--- src/rtl/fsk_defines.svh ---
// register offsets, fixed bits, reset values and field positions
`ifndef FSK_DEFINES_SVH
`define FSK_DEFINES_SVH
// ------------
// register offsets (7-bit addresses)
// ------------
`define FSK_ADR_MODE_POWER   7'h00
`define FSK_ADR_FRONT_END    7'h01
`define FSK_ADR_SYNC_LOW     7'h06
`define FSK_ADR_SYNC_HIGH    7'h07
`define FSK_ADR_FILTER_CLK   7'h08
`define FSK_ADR_BYPASS       7'h09
`define FSK_ADR_STATUS       7'h0A
`define FSK_ADR_FEE_CTRL     7'h15
`define FSK_ADR_FEE_RESULT   7'h16
// ------------
// reset values and fixed bits
// ------------
`define FSK_RST_MODE_POWER   8'h01
`define FSK_RST_FRONT_END    8'h80
`define FSK_RST_SYNC_LOW     8'h00
`define FSK_RST_SYNC_HIGH    8'h01
`define FSK_RST_FILTER_CLK   8'hC1
`define FSK_RST_ZERO         8'h00
`define FSK_SET_MODE_POWER   8'h01
`define FSK_SET_FRONT_END    8'h80
`define FSK_KEEP_FRONT_END   8'h0F
`define FSK_KEEP_SYNC_LOW    8'h0F
`define FSK_SET_FILTER_CLK   8'hC0
`define FSK_KEEP_FEE_CTRL    8'h0F
`define FSK_KEEP_BYPASS      8'h03
// ------------
// field positions
// ------------
`define FSK_MODE_LSB         1
`define FSK_SYNC_EN_BIT      3
`define FSK_PA_LSB           4
`define FSK_RSYNC_LSB        1
`define FSK_TXS_HI_BIT       0
`define FSK_REFK_LSB         0
`define FSK_SCDIV_LSB        0
`define FSK_FEE_LEN_LSB      2
`define FSK_SCBYP_BIT        0
`define FSK_PABYP_BIT        1
// ------------
// bit synchronizer phases and frame sizes
// ------------
`define FSK_PHASE_CENTER     4'h8
`define FSK_PHASE_ZERO       4'h0
`define FSK_FEE_BASE_SYMS    7'h08
`define FSK_PROG_HDR_BITS    4'h8
`endif

--- src/rtl/fsk_pkg.sv ---
// shared types of the transceiver control block
package fsk_pkg;
  // operating modes of the transceiver
  typedef enum logic [1:0] {
    FSK_POWER_DOWN = 2'b00,
    FSK_STANDBY    = 2'b01,
    FSK_RECEIVE    = 2'b10,
    FSK_TRANSMIT   = 2'b11
  } fsk_mode_type;
  // phases of the three-wire programming frame
  typedef enum logic [1:0] {
    FSK_PG_IDLE  = 2'b00,
    FSK_PG_HDR   = 2'b01,
    FSK_PG_WDATA = 2'b10,
    FSK_PG_RDATA = 2'b11
  } fsk_pg_type;
  // register bank
  typedef struct packed {
    logic [7:0] mode_power_control;
    logic [7:0] front_end_control;
    logic [7:0] sync_clock_select_low;
    logic [7:0] sync_clock_select_high;
    logic [7:0] channel_filter_clock;
    logic [7:0] bypass_control;
    logic [7:0] freq_error_control;
  } fsk_regs_type;
  // whole state of the control block
  typedef struct packed {
    fsk_regs_type regs;
    fsk_pg_type   pg_state;
    logic [7:0]   pg_shift;
    logic [6:0]   pg_addr;
    logic [3:0]   pg_count;
    logic         pg_clk_q;
    logic         pg_sdo;
    logic [5:0]   ref_cnt;
    logic [6:0]   pre_cnt;
    logic [5:0]   sc_cnt;
    logic         sc_clk;
    logic [3:0]   bs_phase;
    logic         bs_prev;
    logic         bs_bit;
    logic         tx_clk;
    logic         tx_overrun;
    logic         dclk;
    logic         dout;
    logic         tone;
    logic [7:0]   fee_cnt;
    logic [6:0]   fee_sym;
    logic         fee_run;
    logic         rx_q;
  } fsk_state_type;
endpackage : fsk_pkg

--- src/rtl/fsk_baseband_ctrl.sv ---
// control logic of the fsk transceiver: registers, clocks, sync, fee
//
// Contract
// - filter clock divides crystal by twice the 6-bit filter divider value
// - filter clock is twenty times cut-off: cut-off is fxco/(40*div)
// - filter bypass bit routes receive path around the filter
// - demodulator gives up pulse per one, down pulse per zero
// - low control bits: off, count up, count down, up minus down
// - high control bits pick 8, 16, 32 or 64 symbols
// - eight-bit error result is readable by the host
// - result is two's complement; in up mode negative only by wrapping
// - error counter wraps modulo 256 past its signed range
// - sync mode receive runs synchronizer, clock out at bit rate
// - receive bit changes at rising edge; host samples falling
// - sync clock is fxco/(K*2^(7-scale)), meant as sixteen times rate
// - reference divider is six bits, 1 to 63, low bits of reg 7
// - sync scale is three bits in D3..D1 of reg 6
// - one reference divider feeds modulator, bit rate, sync clocks
// - synchronizer locks within 22 bits from worst phase
// - power code zero turns amplifier off, nonzero on, seven max
// - amplifier bypass keeps power level control active
// - transmit zero uses zero-tone dividers, one uses one-tone
// - data pin is input in transmit, output in receive
// - sync transmit samples data on rising bit clock edge
// - bit rate scale 0..6 gives fxco/(K*2^(7-scale))
`timescale 1ns/1ps
`include "fsk_defines.svh"
module fsk_baseband_ctrl #(
  parameter int TX_FIFO_DEPTH = 8
) (
  // clock and reset
  input  wire logic       clk_i,
  input  wire logic       rst_n_i,
  // three-wire programming port
  input  wire logic       prog_en_i,
  input  wire logic       prog_clk_i,
  input  wire logic       prog_data_i,
  output logic            prog_data_o,
  output logic            prog_data_oe_n_o,
  // host data port
  output logic            bit_clock_pin_o,
  input  wire logic       serial_data_pin_i,
  output logic            serial_data_pin_o,
  output logic            serial_data_pin_oe_n_o,
  // demodulator side
  input  wire logic       demod_data_i,
  input  wire logic       demod_up_i,
  input  wire logic       demod_dn_i,
  // analog and synthesizer controls
  output logic            filter_clock_o,
  output logic            channel_filter_bypass_o,
  output logic [2:0]      output_power_level_o,
  output logic            amplifier_enable_o,
  output logic            amplifier_bypass_o,
  output logic            one_tone_dividers_o,
  input  wire logic       tone_ready_i,
  output logic [1:0]      mode_o
);
  fsk_pkg::fsk_state_type st_reg;
  fsk_pkg::fsk_state_type st_next;
  fsk_pkg::fsk_mode_type  mode;
  logic       rx;
  logic       tx;
  logic       sync_en;
  logic [2:0] rsync_s;
  logic [2:0] txrate_s;
  logic [5:0] ref_k;
  logic [5:0] sc_div;
  logic       ref_tick;
  logic       bs_tick;
  logic       tx_tick;
  logic       pg_rise;
  logic       pg_fall;
  logic       fifo_in_ready;
  logic       fifo_out_valid;
  logic [0:0] fifo_out_data;
  logic       fifo_push;
  logic       tx_sample;
  logic       up_q;
  logic       dn_q;

  // ------------
  // helper functions
  // ------------
  // true when the low n bits of the prescaler are all ones
  function automatic logic pre_hit(input logic [6:0] cnt,
                                   input logic [2:0] n);
    logic [6:0] mask;
    mask = 7'h7F >> (3'h7 - n);
    mask = (n == 3'h0) ? 7'h00 : mask;
    return (cnt & mask) == mask;
  endfunction

  // register read-back
  function automatic logic [7:0] reg_read(input fsk_pkg::fsk_state_type s,
                                          input logic [6:0] a);
    case (a)
      `FSK_ADR_MODE_POWER: return s.regs.mode_power_control;
      `FSK_ADR_FRONT_END:  return s.regs.front_end_control;
      `FSK_ADR_SYNC_LOW:   return s.regs.sync_clock_select_low;
      `FSK_ADR_SYNC_HIGH:  return s.regs.sync_clock_select_high;
      `FSK_ADR_FILTER_CLK: return s.regs.channel_filter_clock;
      `FSK_ADR_BYPASS:     return s.regs.bypass_control;
      `FSK_ADR_STATUS:     return {6'h00, s.tx_overrun, ~s.fee_run};
      `FSK_ADR_FEE_CTRL:   return s.regs.freq_error_control;
      `FSK_ADR_FEE_RESULT: return s.fee_cnt;
      default:             return 8'h00;
    endcase
  endfunction

  // ------------
  // field decode
  // ------------
  assign mode     = fsk_pkg::fsk_mode_type'(
                    st_reg.regs.mode_power_control[`FSK_MODE_LSB +: 2]);
  assign rx       = (mode == fsk_pkg::FSK_RECEIVE);
  assign tx       = (mode == fsk_pkg::FSK_TRANSMIT);
  assign sync_en  = st_reg.regs.mode_power_control[`FSK_SYNC_EN_BIT];
  assign rsync_s  =
    st_reg.regs.sync_clock_select_low[`FSK_RSYNC_LSB +: 3];
  assign txrate_s = {st_reg.regs.sync_clock_select_low[`FSK_TXS_HI_BIT],
                     st_reg.regs.sync_clock_select_high[7:6]};
  assign ref_k    =
    st_reg.regs.sync_clock_select_high[`FSK_REFK_LSB +: 6];
  assign sc_div   = st_reg.regs.channel_filter_clock[`FSK_SCDIV_LSB +: 6];

  // ------------
  // shared reference divider and prescaled ticks
  // ------------
  // k of zero stops the sync and transmit bit clocks, not the filter clock
  assign ref_tick = (ref_k != 6'h00) && (st_reg.ref_cnt == ref_k - 6'h01);
  // sync tick at fxco/(k*2^(7-s)), meant as sixteen times bit rate
  assign bs_tick  = ref_tick &&
                    pre_hit(st_reg.pre_cnt, 3'h7 - rsync_s);
  // half-period tick so the toggled clock lands at fxco/(k*2^(7-s))
  assign tx_tick  = ref_tick && (txrate_s != 3'h7) &&
                    pre_hit(st_reg.pre_cnt, 3'h6 - txrate_s);

  // ------------
  // programming port edges and transmit sampling
  // ------------
  assign pg_rise   = prog_en_i && prog_clk_i && !st_reg.pg_clk_q;
  assign pg_fall   = prog_en_i && !prog_clk_i && st_reg.pg_clk_q;
  // transmit bit taken on the rising data clock edge
  assign tx_sample = tx && sync_en && tx_tick && !st_reg.tx_clk;
  assign fifo_push = tx_sample;
  assign up_q      = demod_up_i;
  assign dn_q      = demod_dn_i;

  // ------------
  // next-state logic
  // ------------
  always_comb begin
    logic [7:0] wd;
    logic [6:0] fee_len;
    logic       fee_restart;
    logic       bs_edge;
    wd          = {st_reg.pg_shift[6:0], prog_data_i};
    fee_restart = 1'b0;
    fee_len     = `FSK_FEE_BASE_SYMS <<
      st_reg.regs.freq_error_control[`FSK_FEE_LEN_LSB +: 2];
    bs_edge     = (demod_data_i != st_reg.bs_prev);
    st_next     = st_reg;
    st_next.pg_clk_q = prog_clk_i;
    st_next.rx_q     = rx;

    // three-wire frame: 7 address bits, read flag, 8 data bits
    case (st_reg.pg_state)
      fsk_pkg::FSK_PG_IDLE: begin
        st_next.pg_count = 4'h0;
        if (prog_en_i) begin
          st_next.pg_state = fsk_pkg::FSK_PG_HDR;
        end
      end
      fsk_pkg::FSK_PG_HDR: begin
        if (pg_rise) begin
          st_next.pg_shift = wd;
          st_next.pg_count = st_reg.pg_count + 4'h1;
          if (st_reg.pg_count == `FSK_PROG_HDR_BITS - 4'h1) begin
            st_next.pg_addr  = st_reg.pg_shift[6:0];
            st_next.pg_count = 4'h0;
            if (prog_data_i) begin
              st_next.pg_state = fsk_pkg::FSK_PG_RDATA;
              st_next.pg_shift = reg_read(st_reg, st_reg.pg_shift[6:0]);
              if (st_reg.pg_shift[6:0] == `FSK_ADR_STATUS) begin
                st_next.tx_overrun = 1'b0;
              end
            end else begin
              st_next.pg_state = fsk_pkg::FSK_PG_WDATA;
            end
          end
        end
      end
      fsk_pkg::FSK_PG_WDATA: begin
        if (pg_rise) begin
          st_next.pg_shift = wd;
          st_next.pg_count = st_reg.pg_count + 4'h1;
          if (st_reg.pg_count == `FSK_PROG_HDR_BITS - 4'h1) begin
            st_next.pg_state = fsk_pkg::FSK_PG_IDLE;
            case (st_reg.pg_addr)
              `FSK_ADR_MODE_POWER:
                st_next.regs.mode_power_control = wd | `FSK_SET_MODE_POWER;
              `FSK_ADR_FRONT_END:
                st_next.regs.front_end_control =
                  (wd & `FSK_KEEP_FRONT_END) | `FSK_SET_FRONT_END;
              `FSK_ADR_SYNC_LOW:
                st_next.regs.sync_clock_select_low = wd & `FSK_KEEP_SYNC_LOW;
              `FSK_ADR_SYNC_HIGH:
                st_next.regs.sync_clock_select_high = wd;
              `FSK_ADR_FILTER_CLK:
                st_next.regs.channel_filter_clock = wd | `FSK_SET_FILTER_CLK;
              `FSK_ADR_BYPASS:
                st_next.regs.bypass_control = wd & `FSK_KEEP_BYPASS;
              `FSK_ADR_FEE_CTRL: begin
                st_next.regs.freq_error_control = wd & `FSK_KEEP_FEE_CTRL;
                fee_restart = 1'b1;
              end
              default: ;
            endcase
          end
        end
      end
      fsk_pkg::FSK_PG_RDATA: begin
        if (pg_fall) begin
          st_next.pg_sdo   = st_reg.pg_shift[7];
          st_next.pg_shift = {st_reg.pg_shift[6:0], 1'b0};
        end
      end
      default: st_next.pg_state = fsk_pkg::FSK_PG_IDLE;
    endcase
    if (!prog_en_i) begin
      st_next.pg_state = fsk_pkg::FSK_PG_IDLE;
      st_next.pg_sdo   = 1'b0;
    end

    // shared reference divider feeds the sync and transmit bit clocks
    if (ref_k == 6'h00 || ref_tick) begin
      st_next.ref_cnt = 6'h00;
    end else begin
      st_next.ref_cnt = st_reg.ref_cnt + 6'h01;
    end
    if (ref_tick) begin
      st_next.pre_cnt = st_reg.pre_cnt + 7'h01;
    end

    // filter clock: toggle every div cycles, period 2*div
    if (sc_div == 6'h00 || st_reg.sc_cnt >= sc_div - 6'h01) begin
      st_next.sc_cnt = 6'h00;
      st_next.sc_clk = (sc_div != 6'h00) && !st_reg.sc_clk;
    end else begin
      st_next.sc_cnt = st_reg.sc_cnt + 6'h01;
    end

    // bit synchronizer: sixteen phases, one step per data edge
    if (bs_tick) begin
      st_next.bs_prev  = demod_data_i;
      st_next.bs_phase = st_reg.bs_phase + 4'h1;
      if (bs_edge && st_reg.bs_phase > `FSK_PHASE_ZERO &&
          st_reg.bs_phase < `FSK_PHASE_CENTER) begin
        st_next.bs_phase = st_reg.bs_phase;
      end else if (bs_edge && st_reg.bs_phase > `FSK_PHASE_CENTER) begin
        st_next.bs_phase = st_reg.bs_phase + 4'h2;
      end
      if (st_reg.bs_phase == `FSK_PHASE_CENTER) begin
        st_next.bs_bit = demod_data_i;
      end
    end

    // data clock pin and data pin drive
    st_next.dclk = 1'b0;
    st_next.dout = 1'b0;
    if (rx) begin
      if (sync_en) begin
        // clock rises with each new bit, one clock per bit
        st_next.dclk = (st_next.bs_phase > `FSK_PHASE_CENTER);
        st_next.dout = st_next.bs_bit;
      end else begin
        st_next.dout = demod_data_i;
      end
    end else if (tx && sync_en) begin
      st_next.dclk = tx_tick ? !st_reg.tx_clk : st_reg.tx_clk;
    end

    // transmit bit clock and overrun when fifo is full
    if (!(tx && sync_en)) begin
      st_next.tx_clk = 1'b0;
    end else if (tx_tick) begin
      st_next.tx_clk = !st_reg.tx_clk;
    end
    if (fifo_push && !fifo_in_ready) begin
      st_next.tx_overrun = 1'b1;
    end

    // tone selection per transmitted bit
    if (tx && !sync_en) begin
      st_next.tone = serial_data_pin_i;
    end else if (tx && fifo_out_valid && tone_ready_i) begin
      st_next.tone = fifo_out_data[0];
    end

    // frequency error estimator
    if (rx && !st_reg.rx_q) begin
      fee_restart = 1'b1;
    end
    if (fee_restart) begin
      st_next.fee_cnt = 8'h00;
      st_next.fee_sym = 7'h00;
      st_next.fee_run = 1'b1;
    end else if (st_reg.fee_run && rx) begin
      case (st_reg.regs.freq_error_control[1:0])
        2'b01: st_next.fee_cnt = st_reg.fee_cnt + {7'h00, up_q};
        2'b10: st_next.fee_cnt = st_reg.fee_cnt - {7'h00, dn_q};
        2'b11: st_next.fee_cnt = st_reg.fee_cnt + {7'h00, up_q}
                                 - {7'h00, dn_q};
        default: st_next.fee_cnt = st_reg.fee_cnt;
      endcase
      if (st_reg.regs.freq_error_control[1:0] == 2'b00) begin
        st_next.fee_run = 1'b0;
      end else if (bs_tick && st_reg.bs_phase == `FSK_PHASE_CENTER) begin
        st_next.fee_sym = st_reg.fee_sym + 7'h01;
        if (st_reg.fee_sym + 7'h01 == fee_len) begin
          st_next.fee_run = 1'b0;
        end
      end
    end
  end

  // ------------
  // state register
  // ------------
  always_ff @(posedge clk_i) begin
    if (!rst_n_i) begin
      st_reg <= '0;
      st_reg.regs.mode_power_control     <= `FSK_RST_MODE_POWER;
      st_reg.regs.front_end_control      <= `FSK_RST_FRONT_END;
      st_reg.regs.sync_clock_select_low  <= `FSK_RST_SYNC_LOW;
      st_reg.regs.sync_clock_select_high <= `FSK_RST_SYNC_HIGH;
      st_reg.regs.channel_filter_clock   <= `FSK_RST_FILTER_CLK;
      st_reg.regs.bypass_control         <= `FSK_RST_ZERO;
      st_reg.regs.freq_error_control     <= `FSK_RST_ZERO;
    end else begin
      st_reg <= st_next;
    end
  end

  // ------------
  // transmit bit buffer
  // ------------
  fsk_fifo #(
    .WIDTH (1),
    .DEPTH (TX_FIFO_DEPTH)
  ) u_tx_fifo (
    .clk_i       (clk_i),
    .rst_n_i     (rst_n_i),
    .in_valid_i  (fifo_push),
    .in_ready_o  (fifo_in_ready),
    .in_data_i   (serial_data_pin_i),
    .out_valid_o (fifo_out_valid),
    .out_ready_i (tone_ready_i && tx && sync_en),
    .out_data_o  (fifo_out_data)
  );

  // ------------
  // outputs
  // ------------
  assign prog_data_o            = st_reg.pg_sdo;
  assign prog_data_oe_n_o       = (st_reg.pg_state != fsk_pkg::FSK_PG_RDATA);
  assign bit_clock_pin_o        = st_reg.dclk;
  assign serial_data_pin_o      = st_reg.dout;
  assign serial_data_pin_oe_n_o = !st_reg.rx_q;
  // filter clock held low while bypassed
  assign filter_clock_o          = st_reg.sc_clk &&
    !st_reg.regs.bypass_control[`FSK_SCBYP_BIT];
  assign channel_filter_bypass_o =
    st_reg.regs.bypass_control[`FSK_SCBYP_BIT];
  assign output_power_level_o   =
    st_reg.regs.mode_power_control[`FSK_PA_LSB +: 3];
  assign amplifier_enable_o     =
    |st_reg.regs.mode_power_control[`FSK_PA_LSB +: 3];
  assign amplifier_bypass_o     =
    st_reg.regs.bypass_control[`FSK_PABYP_BIT];
  assign one_tone_dividers_o    = st_reg.tone;
  assign mode_o                 = mode;
endmodule // fsk_baseband_ctrl

--- src/rtl/fsk_fifo.sv ---
// small valid/ready fifo for transmit bits
`timescale 1ns/1ps
module fsk_fifo #(
  parameter int WIDTH = 1,
  parameter int DEPTH = 8
) (
  // clock and reset
  input  wire logic             clk_i,
  input  wire logic             rst_n_i,
  // filling side
  input  wire logic             in_valid_i,
  output logic                  in_ready_o,
  input  wire logic [WIDTH-1:0] in_data_i,
  // draining side
  output logic                  out_valid_o,
  input  wire logic             out_ready_i,
  output logic      [WIDTH-1:0] out_data_o
);
  localparam int AW = $clog2(DEPTH);
  typedef struct packed {
    logic [DEPTH-1:0][WIDTH-1:0] mem;
    logic [AW-1:0]               wr;
    logic [AW-1:0]               rd;
    logic [AW:0]                 level;
  } fsk_fifo_state_type;
  fsk_fifo_state_type st_reg;
  fsk_fifo_state_type st_next;
  logic push;
  logic pop;
  // honest full and empty from the fill level
  assign in_ready_o  = (st_reg.level != (AW+1)'(DEPTH));
  assign out_valid_o = (st_reg.level != '0);
  assign out_data_o  = st_reg.mem[st_reg.rd];
  assign push        = in_valid_i && in_ready_o;
  assign pop         = out_valid_o && out_ready_i;
  // pointer and level update
  always_comb begin
    st_next = st_reg;
    if (push) begin
      st_next.mem[st_reg.wr] = in_data_i;
      st_next.wr = (st_reg.wr == AW'(DEPTH-1)) ? '0 : st_reg.wr + 1'b1;
    end
    if (pop) begin
      st_next.rd = (st_reg.rd == AW'(DEPTH-1)) ? '0 : st_reg.rd + 1'b1;
    end
    st_next.level = st_reg.level + (AW+1)'(push) - (AW+1)'(pop);
  end
  // state register
  always_ff @(posedge clk_i) begin
    if (!rst_n_i) begin
      st_reg <= '0;
    end else begin
      st_reg <= st_next;
    end
  end
endmodule // fsk_fifo

--- config.mk ---
export PLATFORM = sky130hd
export DESIGN_NAME = fsk_baseband_ctrl
export DESIGN_NICKNAME = d
export VERILOG_FILES = /design/src/rtl/fsk_pkg.sv /design/src/rtl/fsk_baseband_ctrl.sv /design/src/rtl/fsk_fifo.sv
export VERILOG_INCLUDE_DIRS = /design/src /design/src/rtl
export SDC_FILE = /design/constraint.sdc
export NUM_CORES = 1
export LEC_CHECK = 0
export ABC_AREA = 1
export BUFFER_PORTS_ARGS = -buffer_cell sky130_fd_sc_hd__buf_4
export CORE_ASPECT_RATIO = 0.6
export CORE_UTILIZATION = 31
export DETAILED_ROUTE_END_ITERATION = 7
export GPL_TIMING_DRIVEN = 0
export PLACE_DENSITY_LB_ADDON = 0.3
export SLEW_MARGIN = 20
export SYNTH_ARGS = -nofsm -noshare
export SYNTH_HDL_FRONTEND = slang
export SYNTH_SLANG_ARGS = --single-unit
--- constraint.sdc ---
create_clock -name clk_i -period 4.7 [get_ports clk_i]
set_clock_uncertainty 0.15 [all_clocks]
set_input_delay 0.94 -clock clk_i [delete_from_list [all_inputs] [get_ports clk_i]]
set_output_delay 0.94 -clock clk_i [all_outputs]
set_load 0.01 [all_outputs]
==> key figures <==
Clock tree
  – Reg clk slew, reported paths: 60 ps
  – Clock sinks: 124
  – CTS tree: done
  – Skew-Pair Late Insertion Delay: 430 ps
  – Root Buffer: clkbuf_16
  – H-tree depth: 4
  – Cts bufs inserted: 17
  – Post-cts resize count: 0
  – Hold_buf cts: 0
  – Clock buffer depth: 2
  – Post-CTS Setup Inserts: 0

Logic synthesis
  – Area leader, netlist: dfxtp_1
  – Sequential-to-total area share from yosys stat: 0.337
  – Syn avg cell area: 6.72 µm²
  – Largest cells by area after synthesis: dfxtp_1 34%, nand2_1 11%, inv_1 7.9%
  – Number of synthesized flops with an enable pin: 0
  – Top FF cell, synth: dfxtp_1
  – Yosys Warn Count: 0
  – Synth Area in Simple Gates: 0.291
  – Main combinational cell family by area after synthesis: simple AND/OR/NAND/NOR gates
  – Post-Synth XOR/XNOR Area: 0.0297
  – Syn_nets: 1,146
  – Post-synthesis async set-or-reset flop share: 0
  – Synth Area in Compound Gates: 0.168
  – Post-Syn Instances: 1,096
  – Mapped Area: 0.00737 mm²
  – Mux contribution to synthesized area: 0.00136
  – Adder-cell share of the synthesized area: 0.0689
  – Yosys top cell area share: 0.337
  – Register bit total from synthesis: 124
  – Number of library cell types mapped by synthesis: 46

STA
  – Hold_ws: 303 ps
  – Worst-Margin Slew: 817 ps
  – Max-slew headroom: 0.454
  – Fmax: 0.345 GHz
  – Setup_tns: 0 ps
  – Crit share post-route: 0.617
  – Final-report hold violation count: 0
  – RSZ-0062 raised after global routing: no
  – Setup ws final: 1800 ps
  – Slew Viols, Final: 0
  – Final setup viols: 0
  – Min cycle time layout: 2900 ps

Final layout
  – Fin cells: 1,466
  – Antenna cells: 0
  – Final net count: 1,188
  – Final design utilization: 0.365
  – FILL cells: 2,499
  – Final instance area: 0.00846 mm²
  – Share of cells above drive strength 1: 0.0825
  – Commonest cells after routing, fill and taps aside: 223 x nand2_1, 156 x inv_1, 132 x nor2_1, 124 x dfxtp_1, 97 x o21ai_0
  – Syn-to-layout area delta: 14.8%
  – Max reg flops: 80
  – Most common cell after layout, fill and taps aside: nand2_1

Power
  – P per Cell Area: 285 mW/mm²
  – Worst VDD drop: 0.234 mV
  – P_leak: 3.60 nW
  – Tot Pwr: 2.41 mW

Die
  – I/O pin count: 25
  – Die area: 0.0244 mm²
  – Row count: 43
  – CORE AREA: 0.0232 mm²
  – Die H: 121 µm
  – Die Wd: 201 µm
  – Initial Util: 0.318

Global routing
  – Vias in the first global route: 6,259
  – Initial antenna violation count: 0
  – All-Layer GR Usage: 0.184
  – First-pass GRT wire length: 34,200 µm
  – Largest net degree at the start of global routing: 17
  – Grt total ovfl: 0

Route
  – Post-DR wirelength/cell: 14.4 µm
  – Via Count: 7,068
  – Via density: 4.82
  – DRC Markers: 0
  – Post-DRT Antenna Nets: 0
  – Routed wire length: 21,100 µm
  – Initial drt markers: 473
  – Drt pass-1 iters: 5

Critical path
  – Critical path fanouts, max: 9
  – Worst r2r path cells: 18
  – Setup crit start: ref_k[0]
  – Startpoint Class: flop
  – Reg2reg start: ref_k[0]
  – Worst EP required: 4880 ps
  – Arrival @ worst endpoint: 3080 ps
  – Setup CP Type: flop to flop
  – Worst setup EP type: flop

Placed design
  – Port buffer count: 23
  – DP Area: 0.00794 mm²
  – Placed insts: 1,434
  – DP Wirelength: 16,600 µm
  – GP Congestion: 0.983
  – Pre-CTS setup slack: 1540 ps

Job
  – Total of max-cap violations: 0

Min path
  – Hold path depth: 2
  – HP Start: st_reg[112]
  – Min-delay worst type: flop to flop

Status
  – Outcome: finished clean
## path summary, 6_finish.rpt
kind                            slack [ps]                  end
worst max-delay path                  1800  u_tx_fifo.st_reg[1]
worst min-delay path                   300          st_reg[112]
worst min register to register         300          st_reg[112]
worst max register to register        1800  u_tx_fifo.st_reg[1]
## power breakdown
group          leakage, nW  switching (mW)  total [mW]  internal (mW)
clock                0.249           0.490        1.17          0.681
sequential            1.00          0.0157        1.08           1.06
combinational         2.35           0.117       0.162         0.0453
total                 3.60           0.622        2.41           1.79
## cells by family (layout without fill, tap and decap cells)
family | Yosys count | count (layout)
AND/OR/NAND/NOR | 482 | 482
multiplexers | 1 | 1
adder cells (fa/ha/maj) | 40 | 40
XOR/XNOR | 25 | 25
AO/OA/AOI/OAI | 231 | 231
flip-flops | 124 | 124
buffers and inverters | 193 | 248
## per-layer routing
metal | track usage | part of all wire
met1 | 0.294 | 0.57
met2 | 0.216 | 0.34
met3 | 0.0575 | 0.086
met4 | 0.0587 | 0.011
met5 | 0 | 0
## final cells by class
class	instances	area (µm²)	area share
multi-input cells	779	4120	0.487
plain buffers	31	161	0.0191
inverters	162	609	0.0720
clock inverters	11	72.6	0.00858
flip-flops and latches	124	2480	0.293
repair buffers	23	173	0.0204
clock buffers	21	450	0.0532
well taps	315	394	0.0466
## cell usage after synthesis, drive strengths merged (6+ instances only)
cell	count
nand2	228
inv	160
nor2	142
dfxtp	124
o21ai	101
a21oi	91
nand3	52
ha	39
nor3	27
nand4	25
clkbuf	17
xor2	17
o22ai	15
buf	14
xnor2	8
a211oi	6
o211ai	6
## worst max-delay path, stage by stage, from the launching register on
cell and delay (ps):
dfxtp_1 360, inv_2 90, ha_1 300, inv_1 40, nand2_1 50, nand2_1 40, nor2_1 80, nand3_1 110
nor2_4 180, nand3_4 160, clkinv_2 130, nand3_4 80, nor2_4 120, nand2_4 80, inv_1 70, ha_1 190
fa_1 430, nand2_1 80, inv_1 30
No activity file was read; power rests on OpenSTA's default activity.
